[config.mk]
export PLATFORM = sky130hd
export DESIGN_NAME = bmc_regs
export DESIGN_NICKNAME = d
export VERILOG_FILES = /design/src/bmc_pkg.sv /design/src/bmc_regs.sv
export SDC_FILE = /design/constraint.sdc
export NUM_CORES = 1
export LEC_CHECK = 0
export ABC_AREA = 1
export ABC_CLOCK_PERIOD_IN_PS = 4600
export BUFFER_PORTS_ARGS = -buffer_cell sky130_fd_sc_hd__buf_2
export CAP_MARGIN = 20
export CELL_PAD_IN_SITES_DETAIL_PLACEMENT = 0
export CELL_PAD_IN_SITES_GLOBAL_PLACEMENT = 1
export CORE_AREA = 5 5 106 108
export DETAILED_ROUTE_END_ITERATION = 10
export DIE_AREA = 0 0 111 113
export PLACE_DENSITY_LB_ADDON = 0.1
export SYNTH_ARGS = -nofsm -noshare
export SYNTH_HDL_FRONTEND = slang
export SYNTH_SLANG_ARGS = --single-unit
[constraint.sdc]
create_clock -name sys_clk_in -period 4.6 [get_ports sys_clk_in]
set_clock_uncertainty 0.05 [all_clocks]
set_input_delay 0.92 -clock sys_clk_in [delete_from_list [all_inputs] [get_ports sys_clk_in]]
set_output_delay 0.92 -clock sys_clk_in [all_outputs]
set_load 0.02 [all_outputs]
[src/bmc_pkg.sv]
// Constants shared by the battery monitor control register bank
package bmc_pkg;

   // ****************************************************
   // Register offsets
   // ****************************************************
   localparam logic [7:0] BMC_ADDR_PROT = 8'h00;
   localparam logic [7:0] BMC_ADDR_STAT = 8'h01;
   localparam logic [7:0] BMC_ADDR_NVCTL = 8'h07;
   localparam logic [7:0] BMC_ADDR_SPEC = 8'h08;

   // ****************************************************
   // Field positions
   // ****************************************************
   localparam int BMC_B_HIGH_V = 7;
   localparam int BMC_B_LOW_V = 6;
   localparam int BMC_B_CHG_OC = 5;
   localparam int BMC_B_DIS_OC = 4;
   localparam int BMC_B_CHG_MIR = 3;
   localparam int BMC_B_DIS_MIR = 2;
   localparam int BMC_B_CHG_EN = 1;
   localparam int BMC_B_DIS_EN = 0;
   localparam int BMC_B_SLEEP_EN = 5;
   localparam int BMC_B_OPSEL = 4;
   localparam int BMC_B_HO_EN = 3;
   localparam int BMC_B_ALERT_EN = 2;
   localparam int BMC_B_COPY = 7;
   localparam int BMC_B_LOCK_EN = 6;
   localparam int BMC_B_UPPER_LK = 1;
   localparam int BMC_B_LOWER_LK = 0;
   localparam int BMC_B_PWR_SW = 7;
   localparam int BMC_B_GPIN = 6;
   localparam int BMC_B_HO_SEL = 5;

   // ****************************************************
   // Opcodes, reset values, timing
   // ****************************************************
   localparam logic [7:0] BMC_OP_RDADDR_0 = 8'h33;
   localparam logic [7:0] BMC_OP_RDADDR_1 = 8'h39;
   localparam logic [7:0] BMC_BYTE_ZERO = 8'h00;
   localparam logic [3:0] BMC_STAT_RST = 4'h0;
   localparam logic [7:0] BMC_CRC_POLY = 8'h8c;
   localparam int BMC_IDLE_S = 2;
   localparam int BMC_CLK_HZ = 100_000_000;
   localparam int BMC_IDLE_CYC = BMC_IDLE_S * BMC_CLK_HZ;
   localparam int BMC_IDLE_W = 28;

   // Address check byte, LSB first over the first 56 bits
   function automatic logic [7:0] bmc_crc8(input logic [55:0] d);
      logic [7:0] c;
      logic fb;
      c = 8'h00;
      fb = 1'b0;
      for (int i = 0; i < 56; i++) begin
         fb = c[0] ^ d[i];
         c = {1'b0, c[7:1]};
         if (fb) begin
            c = c ^ BMC_CRC_POLY;
         end
      end
      return c;
   endfunction : bmc_crc8

endpackage : bmc_pkg

[src/bmc_regs.sv]
// Control and status register bank of the battery monitor
// ****************************************************
// How it works
// - Protection flags set on their condition and stay set until cleared.
// - Charge/discharge enables load from block 1 byte 0 defaults and recall.
// - Switch mirror bits are read-only copies of the control outputs.
// - Charge enable 0 forces charge output high; 1 allows unless protected.
// - Discharge enable 0 forces discharge output high; 1 allows unless protected.
// - Waking from sleep sets both enables to 1.
// - Status bits load from the defaults byte at 31h and on recall.
// - With sleep enable, line low over 2s sleeps, line high wakes.
// - Address read opcode is 33h or 39h by the opcode select bit.
// - Handover command accepted only while handover enable is 1.
// - Alert enable turns the general pin into a threshold alert output.
// - Status bits are read-only, change only via defaults, reset to 0.
// - Copy flag reads 1 during nonvolatile copy; nonvolatile writes blocked.
// - Lock command ignored unless lock enable is 1; cleared after lock.
// - Block lock flags read 1 when that block is locked.
// - Power switch low is latched; only writing 1 clears it.
// - Handover selected sets when handover picks this device, else 0.
// - Fixed 64-bit address: family, 48-bit serial, check byte over 56.
// - Device is always a slave; the host is the only master.
// - General pin bit 0 pulls pin low, 1 releases, read gives level.
// - Sleep or line low over 2s releases pin and forces bit high.
// ****************************************************
`timescale 1ns/1ns
module bmc_regs
   import bmc_pkg::*;
#(
   parameter int IDLE_CYCLES = BMC_IDLE_CYC,
   parameter logic [7:0] FAMILY_CODE = 8'h5a, // Arbitrary value
   parameter logic [47:0] SERIAL_NUM = 48'h0123_4567_89ab // Arbitrary
) (
   input wire logic sys_clk_in, // Device clock
   input wire logic srst_in, // Synchronous reset, high
   input wire logic [7:0] reg_addr_in, // Register address
   input wire logic reg_wr_in, // Write strobe, one cycle
   input wire logic [7:0] reg_wdata_in, // Write data
   output logic [7:0] reg_rdata_out, // Read data, next cycle
   input wire logic high_v_cond_in, // Overvoltage present
   input wire logic low_v_cond_in, // Undervoltage present
   input wire logic chg_oc_cond_in, // Charge overcurrent present
   input wire logic dis_oc_cond_in, // Discharge overcurrent present
   input wire logic [7:0] nv_byte30_in, // Defaults byte at 30h
   input wire logic [7:0] nv_byte31_in, // Defaults byte at 31h
   input wire logic recall_blk1_in, // Block 1 recall pulse
   input wire logic nv_copy_busy_in, // Nonvolatile copy running
   input wire logic nv_wr_req_in, // Nonvolatile write request
   output logic nv_wr_ok_out, // Nonvolatile write allowed
   input wire logic lock_cmd_in, // Lock command pulse
   output logic lock_exec_out, // Lock accepted pulse
   input wire logic upper_lock_in, // Block 1 locked
   input wire logic lower_lock_in, // Block 0 locked
   input wire logic bus_line_in, // Bus line level
   output logic sleep_out, // Sleep mode
   output logic chg_sw_n_out, // Charge control, high = off
   output logic dis_sw_n_out, // Discharge control, high = off
   input wire logic pwr_sw_n_in, // Power switch pin, low active
   input wire logic gpin_in, // General pin level
   output logic gpin_out, // General pin drive value
   output logic gpin_oe_out, // General pin drive enable
   input wire logic alert_cond_in, // Threshold met or exceeded
   output logic [7:0] rdaddr_opcode_out, // Address read opcode
   input wire logic handover_cmd_in, // Handover command seen
   input wire logic handover_match_in, // Handover addressed here
   output logic handover_accept_out, // Handover accepted pulse
   output logic [63:0] net_addr_out // Fixed bus address
);

   // ****************************************************
   // State
   // ****************************************************
   logic [3:0] flags_reg, flags_next;
   logic chg_en_reg, chg_en_next;
   logic dis_en_reg, dis_en_next;
   logic [3:0] stat_reg, stat_next;
   logic lock_en_reg, lock_en_next;
   logic pwr_latch_reg, pwr_latch_next;
   logic gpin_bit_reg, gpin_bit_next;
   logic ho_sel_reg, ho_sel_next;
   logic sleep_reg, sleep_next;
   logic loaded_reg;
   logic idle_reg;
   logic [BMC_IDLE_W-1:0] idle_cnt_reg, idle_cnt_next;
   logic [7:0] rdata_next;
   logic chg_n_reg, dis_n_reg, gout_oe_reg;
   logic nv_ok_reg, lock_x_reg, ho_acc_reg;
   logic [7:0] opc_reg;
   logic [63:0] addr_reg;

   // ****************************************************
   // Decode
   // ****************************************************
   wire wr_prot = reg_wr_in && (reg_addr_in == BMC_ADDR_PROT);
   wire wr_nvctl = reg_wr_in && (reg_addr_in == BMC_ADDR_NVCTL);
   wire wr_spec = reg_wr_in && (reg_addr_in == BMC_ADDR_SPEC);
   wire [3:0] conds = {high_v_cond_in, low_v_cond_in,
                       chg_oc_cond_in, dis_oc_cond_in};
   wire [3:0] keep = wr_prot ? reg_wdata_in[BMC_B_HIGH_V:BMC_B_DIS_OC]
                             : 4'hf;
   wire sleep_en = stat_reg[BMC_B_SLEEP_EN-BMC_B_ALERT_EN];
   wire opsel = stat_reg[BMC_B_OPSEL-BMC_B_ALERT_EN];
   wire ho_en = stat_reg[BMC_B_HO_EN-BMC_B_ALERT_EN];
   wire alert_en = stat_reg[0];
   wire wake = sleep_reg && (bus_line_in || !pwr_sw_n_in);
   wire go_sleep = !sleep_reg && sleep_en && idle_reg;
   wire recall = recall_blk1_in || !loaded_reg;
   wire pin_off = sleep_reg || idle_reg;
   wire chg_block = !chg_en_reg || high_v_cond_in || chg_oc_cond_in
                    || sleep_reg;
   wire dis_block = !dis_en_reg || low_v_cond_in || dis_oc_cond_in
                    || sleep_reg;
   wire ho_ok = handover_cmd_in && ho_en;

   // Sticky flags, set beats the host clear
   assign flags_next = (flags_reg & keep) | conds;

   // Enables: wake over recall over host write
   assign chg_en_next = wake ? 1'b1
      : recall ? nv_byte30_in[BMC_B_CHG_EN]
      : wr_prot ? reg_wdata_in[BMC_B_CHG_EN] : chg_en_reg;
   assign dis_en_next = wake ? 1'b1
      : recall ? nv_byte30_in[BMC_B_DIS_EN]
      : wr_prot ? reg_wdata_in[BMC_B_DIS_EN] : dis_en_reg;

   // Status bits change only from the defaults byte
   assign stat_next = recall
      ? nv_byte31_in[BMC_B_SLEEP_EN:BMC_B_ALERT_EN] : stat_reg;

   // Lock enable, cleared once a lock runs
   assign lock_en_next = (lock_cmd_in && lock_en_reg) ? 1'b0
      : wr_nvctl ? reg_wdata_in[BMC_B_LOCK_EN] : lock_en_reg;

   // Power switch latch: low reads 0 until a 1 is written
   assign pwr_latch_next = !pwr_sw_n_in ? 1'b0
      : (wr_spec && reg_wdata_in[BMC_B_PWR_SW]) ? 1'b1 : pwr_latch_reg;

   // General pin control bit, forced high while the pin is off
   assign gpin_bit_next = pin_off ? 1'b1
      : wr_spec ? reg_wdata_in[BMC_B_GPIN] : gpin_bit_reg;

   // Handover selection follows the last accepted handover
   assign ho_sel_next = ho_ok ? handover_match_in : ho_sel_reg;

   // Sleep entry and exit
   assign sleep_next = go_sleep ? 1'b1
      : wake ? 1'b0 : sleep_reg;

   // Count how long the bus line has been low
   assign idle_cnt_next = bus_line_in ? '0
      : (idle_cnt_reg == BMC_IDLE_W'(IDLE_CYCLES)) ? idle_cnt_reg
      : idle_cnt_reg + 1'b1;

   // Read mux, reserved bits as zero
   assign rdata_next =
      (reg_addr_in == BMC_ADDR_PROT) ? {flags_reg, chg_n_reg, dis_n_reg,
                                        chg_en_reg, dis_en_reg}
      : (reg_addr_in == BMC_ADDR_STAT) ? {2'b00, stat_reg, 2'b00}
      : (reg_addr_in == BMC_ADDR_NVCTL) ? {nv_copy_busy_in, lock_en_reg,
                                 4'h0, upper_lock_in, lower_lock_in}
      : (reg_addr_in == BMC_ADDR_SPEC) ? {pwr_latch_reg,
                                 gpin_in || pin_off, ho_sel_reg, 5'h00}
      : BMC_BYTE_ZERO;

   // ****************************************************
   // Register update
   // ****************************************************
   // Sticky protection flags
   always_ff @(posedge sys_clk_in) begin
      if (srst_in) begin
         flags_reg <= 4'h0;
      end else begin
         flags_reg <= flags_next;
      end
   end

   // Charge and discharge enables
   always_ff @(posedge sys_clk_in) begin
      if (srst_in) begin
         chg_en_reg <= 1'b0;
         dis_en_reg <= 1'b0;
      end else begin
         chg_en_reg <= chg_en_next;
         dis_en_reg <= dis_en_next;
      end
   end

   // Status configuration bits
   always_ff @(posedge sys_clk_in) begin
      if (srst_in) begin
         stat_reg <= BMC_STAT_RST;
      end else begin
         stat_reg <= stat_next;
      end
   end

   // Lock enable bit
   always_ff @(posedge sys_clk_in) begin
      if (srst_in) begin
         lock_en_reg <= 1'b0;
      end else begin
         lock_en_reg <= lock_en_next;
      end
   end

   // Power switch latch, no low seen after reset
   always_ff @(posedge sys_clk_in) begin
      if (srst_in) begin
         pwr_latch_reg <= 1'b1;
      end else begin
         pwr_latch_reg <= pwr_latch_next;
      end
   end

   // General pin control bit, released after reset
   always_ff @(posedge sys_clk_in) begin
      if (srst_in) begin
         gpin_bit_reg <= 1'b1;
      end else begin
         gpin_bit_reg <= gpin_bit_next;
      end
   end

   // Handover selected bit
   always_ff @(posedge sys_clk_in) begin
      if (srst_in) begin
         ho_sel_reg <= 1'b0;
      end else begin
         ho_sel_reg <= ho_sel_next;
      end
   end

   // Sleep mode and first load of the defaults
   always_ff @(posedge sys_clk_in) begin
      if (srst_in) begin
         sleep_reg <= 1'b0;
         loaded_reg <= 1'b0;
      end else begin
         sleep_reg <= sleep_next;
         loaded_reg <= 1'b1;
      end
   end

   // Idle timer, flags more than the set time of low line
   always_ff @(posedge sys_clk_in) begin
      if (srst_in) begin
         idle_cnt_reg <= '0;
         idle_reg <= 1'b0;
      end else begin
         idle_cnt_reg <= idle_cnt_next;
         idle_reg <= !bus_line_in
                     && (idle_cnt_reg == BMC_IDLE_W'(IDLE_CYCLES));
      end
   end

   // ****************************************************
   // Registered outputs
   // ****************************************************
   // Switch drives, pin drive and read data
   always_ff @(posedge sys_clk_in) begin
      if (srst_in) begin
         chg_n_reg <= 1'b1;
         dis_n_reg <= 1'b1;
         gout_oe_reg <= 1'b0;
         reg_rdata_out <= BMC_BYTE_ZERO;
      end else begin
         chg_n_reg <= chg_block;
         dis_n_reg <= dis_block;
         gout_oe_reg <= !pin_off && (alert_en ? alert_cond_in
                                              : !gpin_bit_reg);
         reg_rdata_out <= rdata_next;
      end
   end

   // Command answers, opcode and bus address
   always_ff @(posedge sys_clk_in) begin
      if (srst_in) begin
         nv_ok_reg <= 1'b0;
         lock_x_reg <= 1'b0;
         ho_acc_reg <= 1'b0;
         opc_reg <= BMC_OP_RDADDR_0;
         addr_reg <= '0;
      end else begin
         nv_ok_reg <= nv_wr_req_in && !nv_copy_busy_in;
         lock_x_reg <= lock_cmd_in && lock_en_reg;
         ho_acc_reg <= ho_ok;
         opc_reg <= opsel ? BMC_OP_RDADDR_1 : BMC_OP_RDADDR_0;
         addr_reg <= {bmc_crc8({SERIAL_NUM, FAMILY_CODE}),
                      SERIAL_NUM, FAMILY_CODE};
      end
   end

   // Slave only: the pin drive is always low when enabled
   assign chg_sw_n_out = chg_n_reg;
   assign dis_sw_n_out = dis_n_reg;
   assign gpin_out = 1'b0;
   assign gpin_oe_out = gout_oe_reg;
   assign nv_wr_ok_out = nv_ok_reg;
   assign lock_exec_out = lock_x_reg;
   assign handover_accept_out = ho_acc_reg;
   assign rdaddr_opcode_out = opc_reg;
   assign net_addr_out = addr_reg;
   assign sleep_out = sleep_reg;

endmodule : bmc_regs

# Word level (Yosys, flattened, before mapping)
# Cells that the tools add are included.
# op_classes
bitwise	2
muxes	19
eq_ne	5
n_addsub	1
reduce_logical	37
# op_table
operator	n
$mux 64	1
$mux 8	4
$add 28x1->28 const B	1
$eq 28x28->1 const B	1
$logic_and 1x1->1	12
$mux 1	12
$logic_or 1x1->1	10
$logic_not 1->1	9
$eq 8x1->1 const B	1
$eq 8x3->1 const B	1
$eq 8x4->1 const B	1
$logic_not 8->1	1
$mux 4	2
$reduce_or 2->1	3
$and 4x4->4	1
$or 4x4->4	1
$reduce_bool 3->1	1
$ne 2x1->1 const B	1
$reduce_bool 2->1	1
# totals
elab_cells	85
out_inout_bits	88
ff_bits	131
inputBits	51

# Longest topological paths before layout
# Gate-level depths: netlist of run 1.
# logic_depth
word_depth	6
ltp_mapped	9
ltp_nobuf	9

# Least setup slack after synthesis of run 1
# Ideal clock, no wire load.
# synth_path
path_type	register -> output
from	reg, netlist name net_addr_out[62]
to	out net_addr_out[11]
n_path_buf	1
slack_ns	2.600
path_stages_with_launch	2
t_required_ns	3.630
t_arrival_ns	1.030
path_cell_list	dfxtp_1 -> buf_4
# synth_rtl
item	line	text
to (decl)	bmc_regs.sv:67	output logic [63:0] net_addr_out

==> results.json, run 1 <==
{
  "synth_seq_area_share": 0.3428,
  "clk-insertion-delay-late_ps": 340,
  "grt_overflow": 0,
  "grt_pass1_wl_mm": 14.56,
  "hp-class": "reg2reg",
  "cp_top_family": "flip-flops",
  "cts_tree": "built",
  "die-area_mm2": 0.01254,
  "crit_type": "reg2out",
  "final_common_cell": "nand2_1",
  "powerDensity_mw_per_mm2": 282.7,
  "critPathCaptureType": "primary output",
  "p_switching_w": 0.0003275,
  "place.detailed.hpwl_mm": 7.181,
  "antenna_cells": 0,
  "fp.coreArea_mm2": 0.01014,
  "crit_path_start_kind": "flip-flop",
  "tightest_slew_ps": 887.1,
  "intPower_w": 0.0007843,
  "use_met2": 0.2334,
  "met3_usage": 0.03904,
  "finalNetCount": 646,
  "dieWidth_um": 111,
  "power_frac_comb": 0.115,
  "antenna_left": 0,
  "hold_buffers": 0,
  "crit_buf_inv": 1,
  "p_leak_nw": 1.746,
  "grt_antenna_before_repair": 0,
  "swShare": 0.2945,
  "start_util": 0.3514,
  "synthDistinctLibCells": 28,
  "rsz0062_at_grt": "false",
  "layout_common_cells": "nand2_1 (124), nor2_1 (92), buf_2 (85)",
  "clock-sinks": 61,
  "syn_inst": 534,
  "rows": 37,
  "cap_violations": 0,
  "grt_pass1_vias": 2959,
  "worst-endpoint-arrival_ps": 1350,
  "cts-buffers-inserted": 9,
  "largest_reg_flops": 28,
  "cpMaxStageDelayCell": "dfxtp_1",
  "grt_usage": 0.1433,
  "status": "complete, no violations",
  "ys_seq_elements": 61,
  "area_growth_pct": 10.40,
  "setup_tns_ps": 0,
  "yosys_warnings": 0,
  "design_area_mm2": 0.003933,
  "critPathRequiredTime_ps": 3630,
  "vias_per_cell": 4.376,
  "slew_headroom": 0.4064,
  "slowest_delay_ps": 730,
  "grt_max_degree": 32,
  "synth_area_per_cell_um2": 6.671,
  "p_clk_frac": 0.392,
  "drt_iter0_markers": 156,
  "fmaxAchievable_mhz": 431.8,
  "place_area_mm2": 0.003755,
  "place.gp.congestion": 0.7766,
  "gr-max-usage-layer": "met2",
  "clockRootBuffer": "clkbuf_8",
  "cts_max_level": 3,
  "path_clk_slew_ps": 80,
  "ioPinCount": 139,
  "drt_wl_total_mm": 8.939,
  "drive_above_1_share": 0.2040,
  "fin_crit_sh": 0.5035,
  "cts_setup_buffers": 0,
  "drt_first_pass_iters": 4,
  "clockBufferDepth": 2,
  "dr_total_vias": 3212,
  "p_seq_frac": 0.493,
  "finalSetupViolations": 0,
  "cts_resized": 0,
  "post-route-drc-count": 0,
  "finalHoldViolations": 0,
  "grtUsageMet1": 0.1845,
  "wl_per_cell_um": 12.18,
  "ir_worst_vdd_mv": 0.1636,
  "slew_violations": 0,
  "crit_chain": "buf_2",
  "syn_area_mm2": 0.003562,
  "min_period_ps": 2316,
  "place.port_buffers": 85,
  "die_h_um": 113,
  "crit_path_max_fanout": 31
}
power by group through the flow:
stage	combinational [W]	sequential, W	clock, W
5_1_grt	0.000141	0.000551	0.000478
3_5_place_dp	0.000128	0.000561	0
2_1_floorplan	0.000126	0.000562	0
6_report	0.000128	0.000548	0.000436
3_3_place_gp	0.000128	0.000561	0
4_1_cts	0.000128	0.000549	0.000456
cell usage after synthesis:
library cell	n	area share
nor2_2	5	0.0088
dfxtp_1	61	0.34
and3b_1	1	0.0025
buf_4	71	0.15
clkinv_1	1	0.0011
nor2_1	92	0.097
inv_1	53	0.056
nor2_4	3	0.0095
nand3_2	1	0.0028
nand3_1	31	0.044
nand4_1	7	0.012
buf_1	2	0.0021
buf_2	1	0.0014
nor3_2	1	0.0028
nand2_2	4	0.0070
a2111oi_0	1	0.0025
xor2_1	2	0.0049
nor3_1	1	0.0014
nor2_8	2	0.011
o21ai_0	21	0.030
nand3_4	2	0.0098
nand2_1	124	0.13
nand3b_1	5	0.011
ha_1	2	0.0070
inv_2	3	0.0032
a21oi_1	32	0.045
clkbuf_1	3	0.0032
conb_1	2	0.0021
cells by family (layout without fill, tap and decap cells):
kind of cell,count (synthesis),in the layout,share of synthesized area
AND/OR/NAND/NOR,279,279,0.3498
buffers and inverters,134,159,0.2164
flip-flops,61,61,0.3428
AO/OA/AOI/OAI,54,54,0.07692
adder cells (fa/ha/maj),2,2,0.007024
other,2,41,0.002108
XOR/XNOR,2,2,0.004918
cell type report:
cell class	count	area (um2)
Clock buffer	11	141.4
Multi-Input combinational cell	378	1717
Clock inverter	5	36.28
Inverter	57	214.0
Timing Repair Buffer	86	432.9
Tap cell	136	170.2
Fill cell	1126	6206
Sequential cell	61	1221
final timing paths:
path         cells past startpoint                      from  slack [ps]                 endpoint
min reg2reg                      1   chg_en_reg$_SDFFE_PP0P_         400  chg_sw_n_out$_SDFF_PP1_
max                              1  net_addr_out[62]$_DFF_P_        2280         net_addr_out[13]
max reg2reg                      6  net_addr_out[62]$_DFF_P_        2860  chg_en_reg$_SDFFE_PP0P_
min                              1   chg_en_reg$_SDFFE_PP0P_         400  chg_sw_n_out$_SDFF_PP1_
metrics by stage:
step	std cells	utilization	power (W)	setup WS (ps)	hold slack (ps)
floorplan	573	-	0.0006883	2600	347.3
global placement	718	0.3704	0.0006883	2131	382.3
detailed placement	718	0.3704	0.0006887	2008	382.4
CTS	734	0.3879	0.001133	2240	404.0
global route	734	0.3879	0.001171	2052	434.5
finish	734	0.3879	0.001112	2284	397.1
per-layer routing:
metal,vias to the layer above,share of wire
li1,1682,-
met1,1421,0.46
met2,101,0.46
met3,8,0.070
met4,0,0.0097
met5,-,0
No activity file was read; power rests on OpenSTA's default activity.
==> run 2, diff against run 1 <==
--- a/config.mk
+++ b/config.mk
@@ -6,14 +6,14 @@
 export NUM_CORES = 1
 export LEC_CHECK = 0
 export ABC_AREA = 1
-export ABC_CLOCK_PERIOD_IN_PS = 4600
+export ABC_CLOCK_PERIOD_IN_PS = 2000
 export BUFFER_PORTS_ARGS = -buffer_cell sky130_fd_sc_hd__buf_2
 export CAP_MARGIN = 20
 export CELL_PAD_IN_SITES_DETAIL_PLACEMENT = 0
 export CELL_PAD_IN_SITES_GLOBAL_PLACEMENT = 1
-export CORE_AREA = 5 5 106 108
+export CORE_AREA = 5 5 115 117
 export DETAILED_ROUTE_END_ITERATION = 10
-export DIE_AREA = 0 0 111 113
+export DIE_AREA = 0 0 120 122
 export PLACE_DENSITY_LB_ADDON = 0.1
 export SYNTH_ARGS = -nofsm -noshare
 export SYNTH_HDL_FRONTEND = slang
==> constraint.sdc (replaced) <==
create_clock -name sys_clk_in -period 2 [get_ports sys_clk_in]
set_clock_uncertainty 0.05 [all_clocks]
set_input_delay 0.4 -clock sys_clk_in [delete_from_list [all_inputs] [get_ports sys_clk_in]]
set_output_delay 0.4 -clock sys_clk_in [all_outputs]
set_load 0.02 [all_outputs]
==> run 2 against run 1 <==
- critical path depth is 6 higher
- critical endpoint is now idle_cnt_reg[12]$_SDFFE_PP0P_
- sequential power is 130% higher
- final cell count is 2.2% higher
- power grew to 2.9 times the previous value
- core utilization is 5.2 points lower
- via count is 1.1% lower
- combinational power is 130% higher
==> results.json, run 2 (synthesis results as in run 1) <==
{
  "place.port_buffers": 85,
  "fin_crit_sh": 0.8316,
  "hp-class": "in2reg",
  "antenna_cells": 0,
  "critPathCaptureType": "flip-flop",
  "grt_max_degree": 32,
  "critPathRequiredTime_ps": 2170,
  "clk-insertion-delay-late_ps": 330,
  "ir_worst_vdd_mv": 0.3605,
  "dieWidth_um": 120,
  "fin_total_pwr_w": 0.003263,
  "vias_per_cell": 4.235,
  "wl_per_cell_um": 12.28,
  "ioPinCount": 139,
  "slew_violations": 0,
  "place.gp.congestion": 0.7685,
  "drt_iter0_markers": 134,
  "hold_buffers": 0,
  "fillers": 1330,
  "setup_tns_ps": 0,
  "path_clk_slew_ps": 50,
  "place.detailed.hpwl_mm": 7.354,
  "rsz0062_at_grt": "false",
  "worst-endpoint-arrival_ps": 1830,
  "die-area_mm2": 0.01464,
  "grt_pass1_wl_mm": 14.58,
  "min_period_ps": 1663,
  "cts_max_level": 3,
  "drive_above_1_share": 0.2067,
  "cts_resized": 0,
  "slowest_delay_ps": 390,
  "clockBufferDepth": 2,
  "post-route-drc-count": 0,
  "dr_total_vias": 3176,
  "largest_reg_flops": 28,
  "drt_first_pass_iters": 6,
  "crit_path_start_kind": "flip-flop",
  "clockRootBuffer": "clkbuf_16",
  "drt_wl_total_mm": 9.208,
  "clock-sinks": 61,
  "start_util": 0.2905,
  "layout_common_cells": "nand2_1 (124), nor2_1 (92), buf_2 (85)",
  "cts_tree": "built",
  "crit_type": "reg2reg",
  "grt_overflow": 0,
  "crit_chain": "ha_1 > inv_2 > nor2_4 > nand2_2 > nor2_4 > xor2_1 > nor2_1",
  "grt_antenna_before_repair": 0,
  "finalSetupViolations": 0,
  "fp.coreArea_mm2": 0.01226,
  "fmaxAchievable_mhz": 601.2,
  "powerDensity_mw_per_mm2": 793.2,
  "area_growth_pct": 15.49,
  "die_h_um": 122,
  "cts-buffers-inserted": 9,
  "cap_violations": 0,
  "grt_usage": 0.1283,
  "crit_path_max_fanout": 5,
  "final_common_cell": "nand2_1",
  "antenna_left": 0,
  "finalNetCount": 648,
  "worst_path_most_repeated_cell": "nor2_4",
  "status": "complete, no violations",
  "cpMaxStageDelayCell": "dfxtp_1",
  "rows": 41,
  "finalHoldViolations": 0,
  "p_leak_nw": 1.827,
  "grt_pass1_vias": 2951,
  "cts_setup_buffers": 0
}
## run 2: cell types whose count changed in the layout (fill, tap and decap cells not counted), sizes merged
cell	previous run	this run
clkinv	3	2
bufinv	0	2
clkinvlp	3	2
buf	86	88
## run 2: layer usage
layer	GRT usage	share of wire	wire length, um
met5	0	0	0
met2	0.2079	0.45	4186
met1	0.1569	0.46	4214
met3	0.03575	0.062	573
met4	0.06299	0.025	234
## run 2: report_power, final
group	internal [W]	switching (W)	leakage, nW	total (W)
Clock	0.00113	0.000579	0.152	0.00171
Sequential	0.00124	0.0000161	0.496	0.00126
Combinational	0.0000822	0.000218	1.18	0.000300
## run 2: final timing paths
check	start	to	slack, ps	cells past startpoint
min reg2reg	chg_en_reg$_SDFFE_PP0P_	chg_sw_n_out$_SDFF_PP1_	390	1
max reg2reg	idle_cnt_reg[0]$_SDFFE_PP0P_	idle_cnt_reg[12]$_SDFFE_PP0P_	340	7
max	idle_cnt_reg[0]$_SDFFE_PP0P_	idle_cnt_reg[12]$_SDFFE_PP0P_	340	7
min	nv_copy_busy_in	nv_wr_ok_out$_SDFF_PP0_	200	2
## run 2: critical path: cells and delay by family, from the launching register on
family / cells / cell delay, ps
XOR/XNOR: 1 / 160
adder cells (fa/ha/maj): 1 / 320
buffers and inverters: 1 / 110
AND/OR/NAND/NOR: 4 / 520
flip-flops: 1 / 390
## run 2: final cells by class
class	count	area (um2)	share of cell area
Clock buffer	11	242.7	0.05900
Clock inverter	5	83.83	0.02038
Inverter	57	214.0	0.05201
Multi-Input combinational cell	378	1717	0.4173
Sequential cell	61	1221	0.2968
Tap cell	150	187.7	0.04562
Timing Repair Buffer	88	447.9	0.1089
## run 2: stage by stage
stage	setup slack, ps	hold WS [ps]	std cells	area [um2]	util
2_1_floorplan	429.9	347.3	573	3709	-
6_report	336.7	202.7	750	4114	0.3355
3_5_place_dp	344.8	381.5	734	3787	0.3089
4_1_cts	324.6	187.5	750	4114	0.3355
3_3_place_gp	361.1	366.6	734	3787	0.3089
5_1_grt	206.8	191.5	750	4114	0.3355
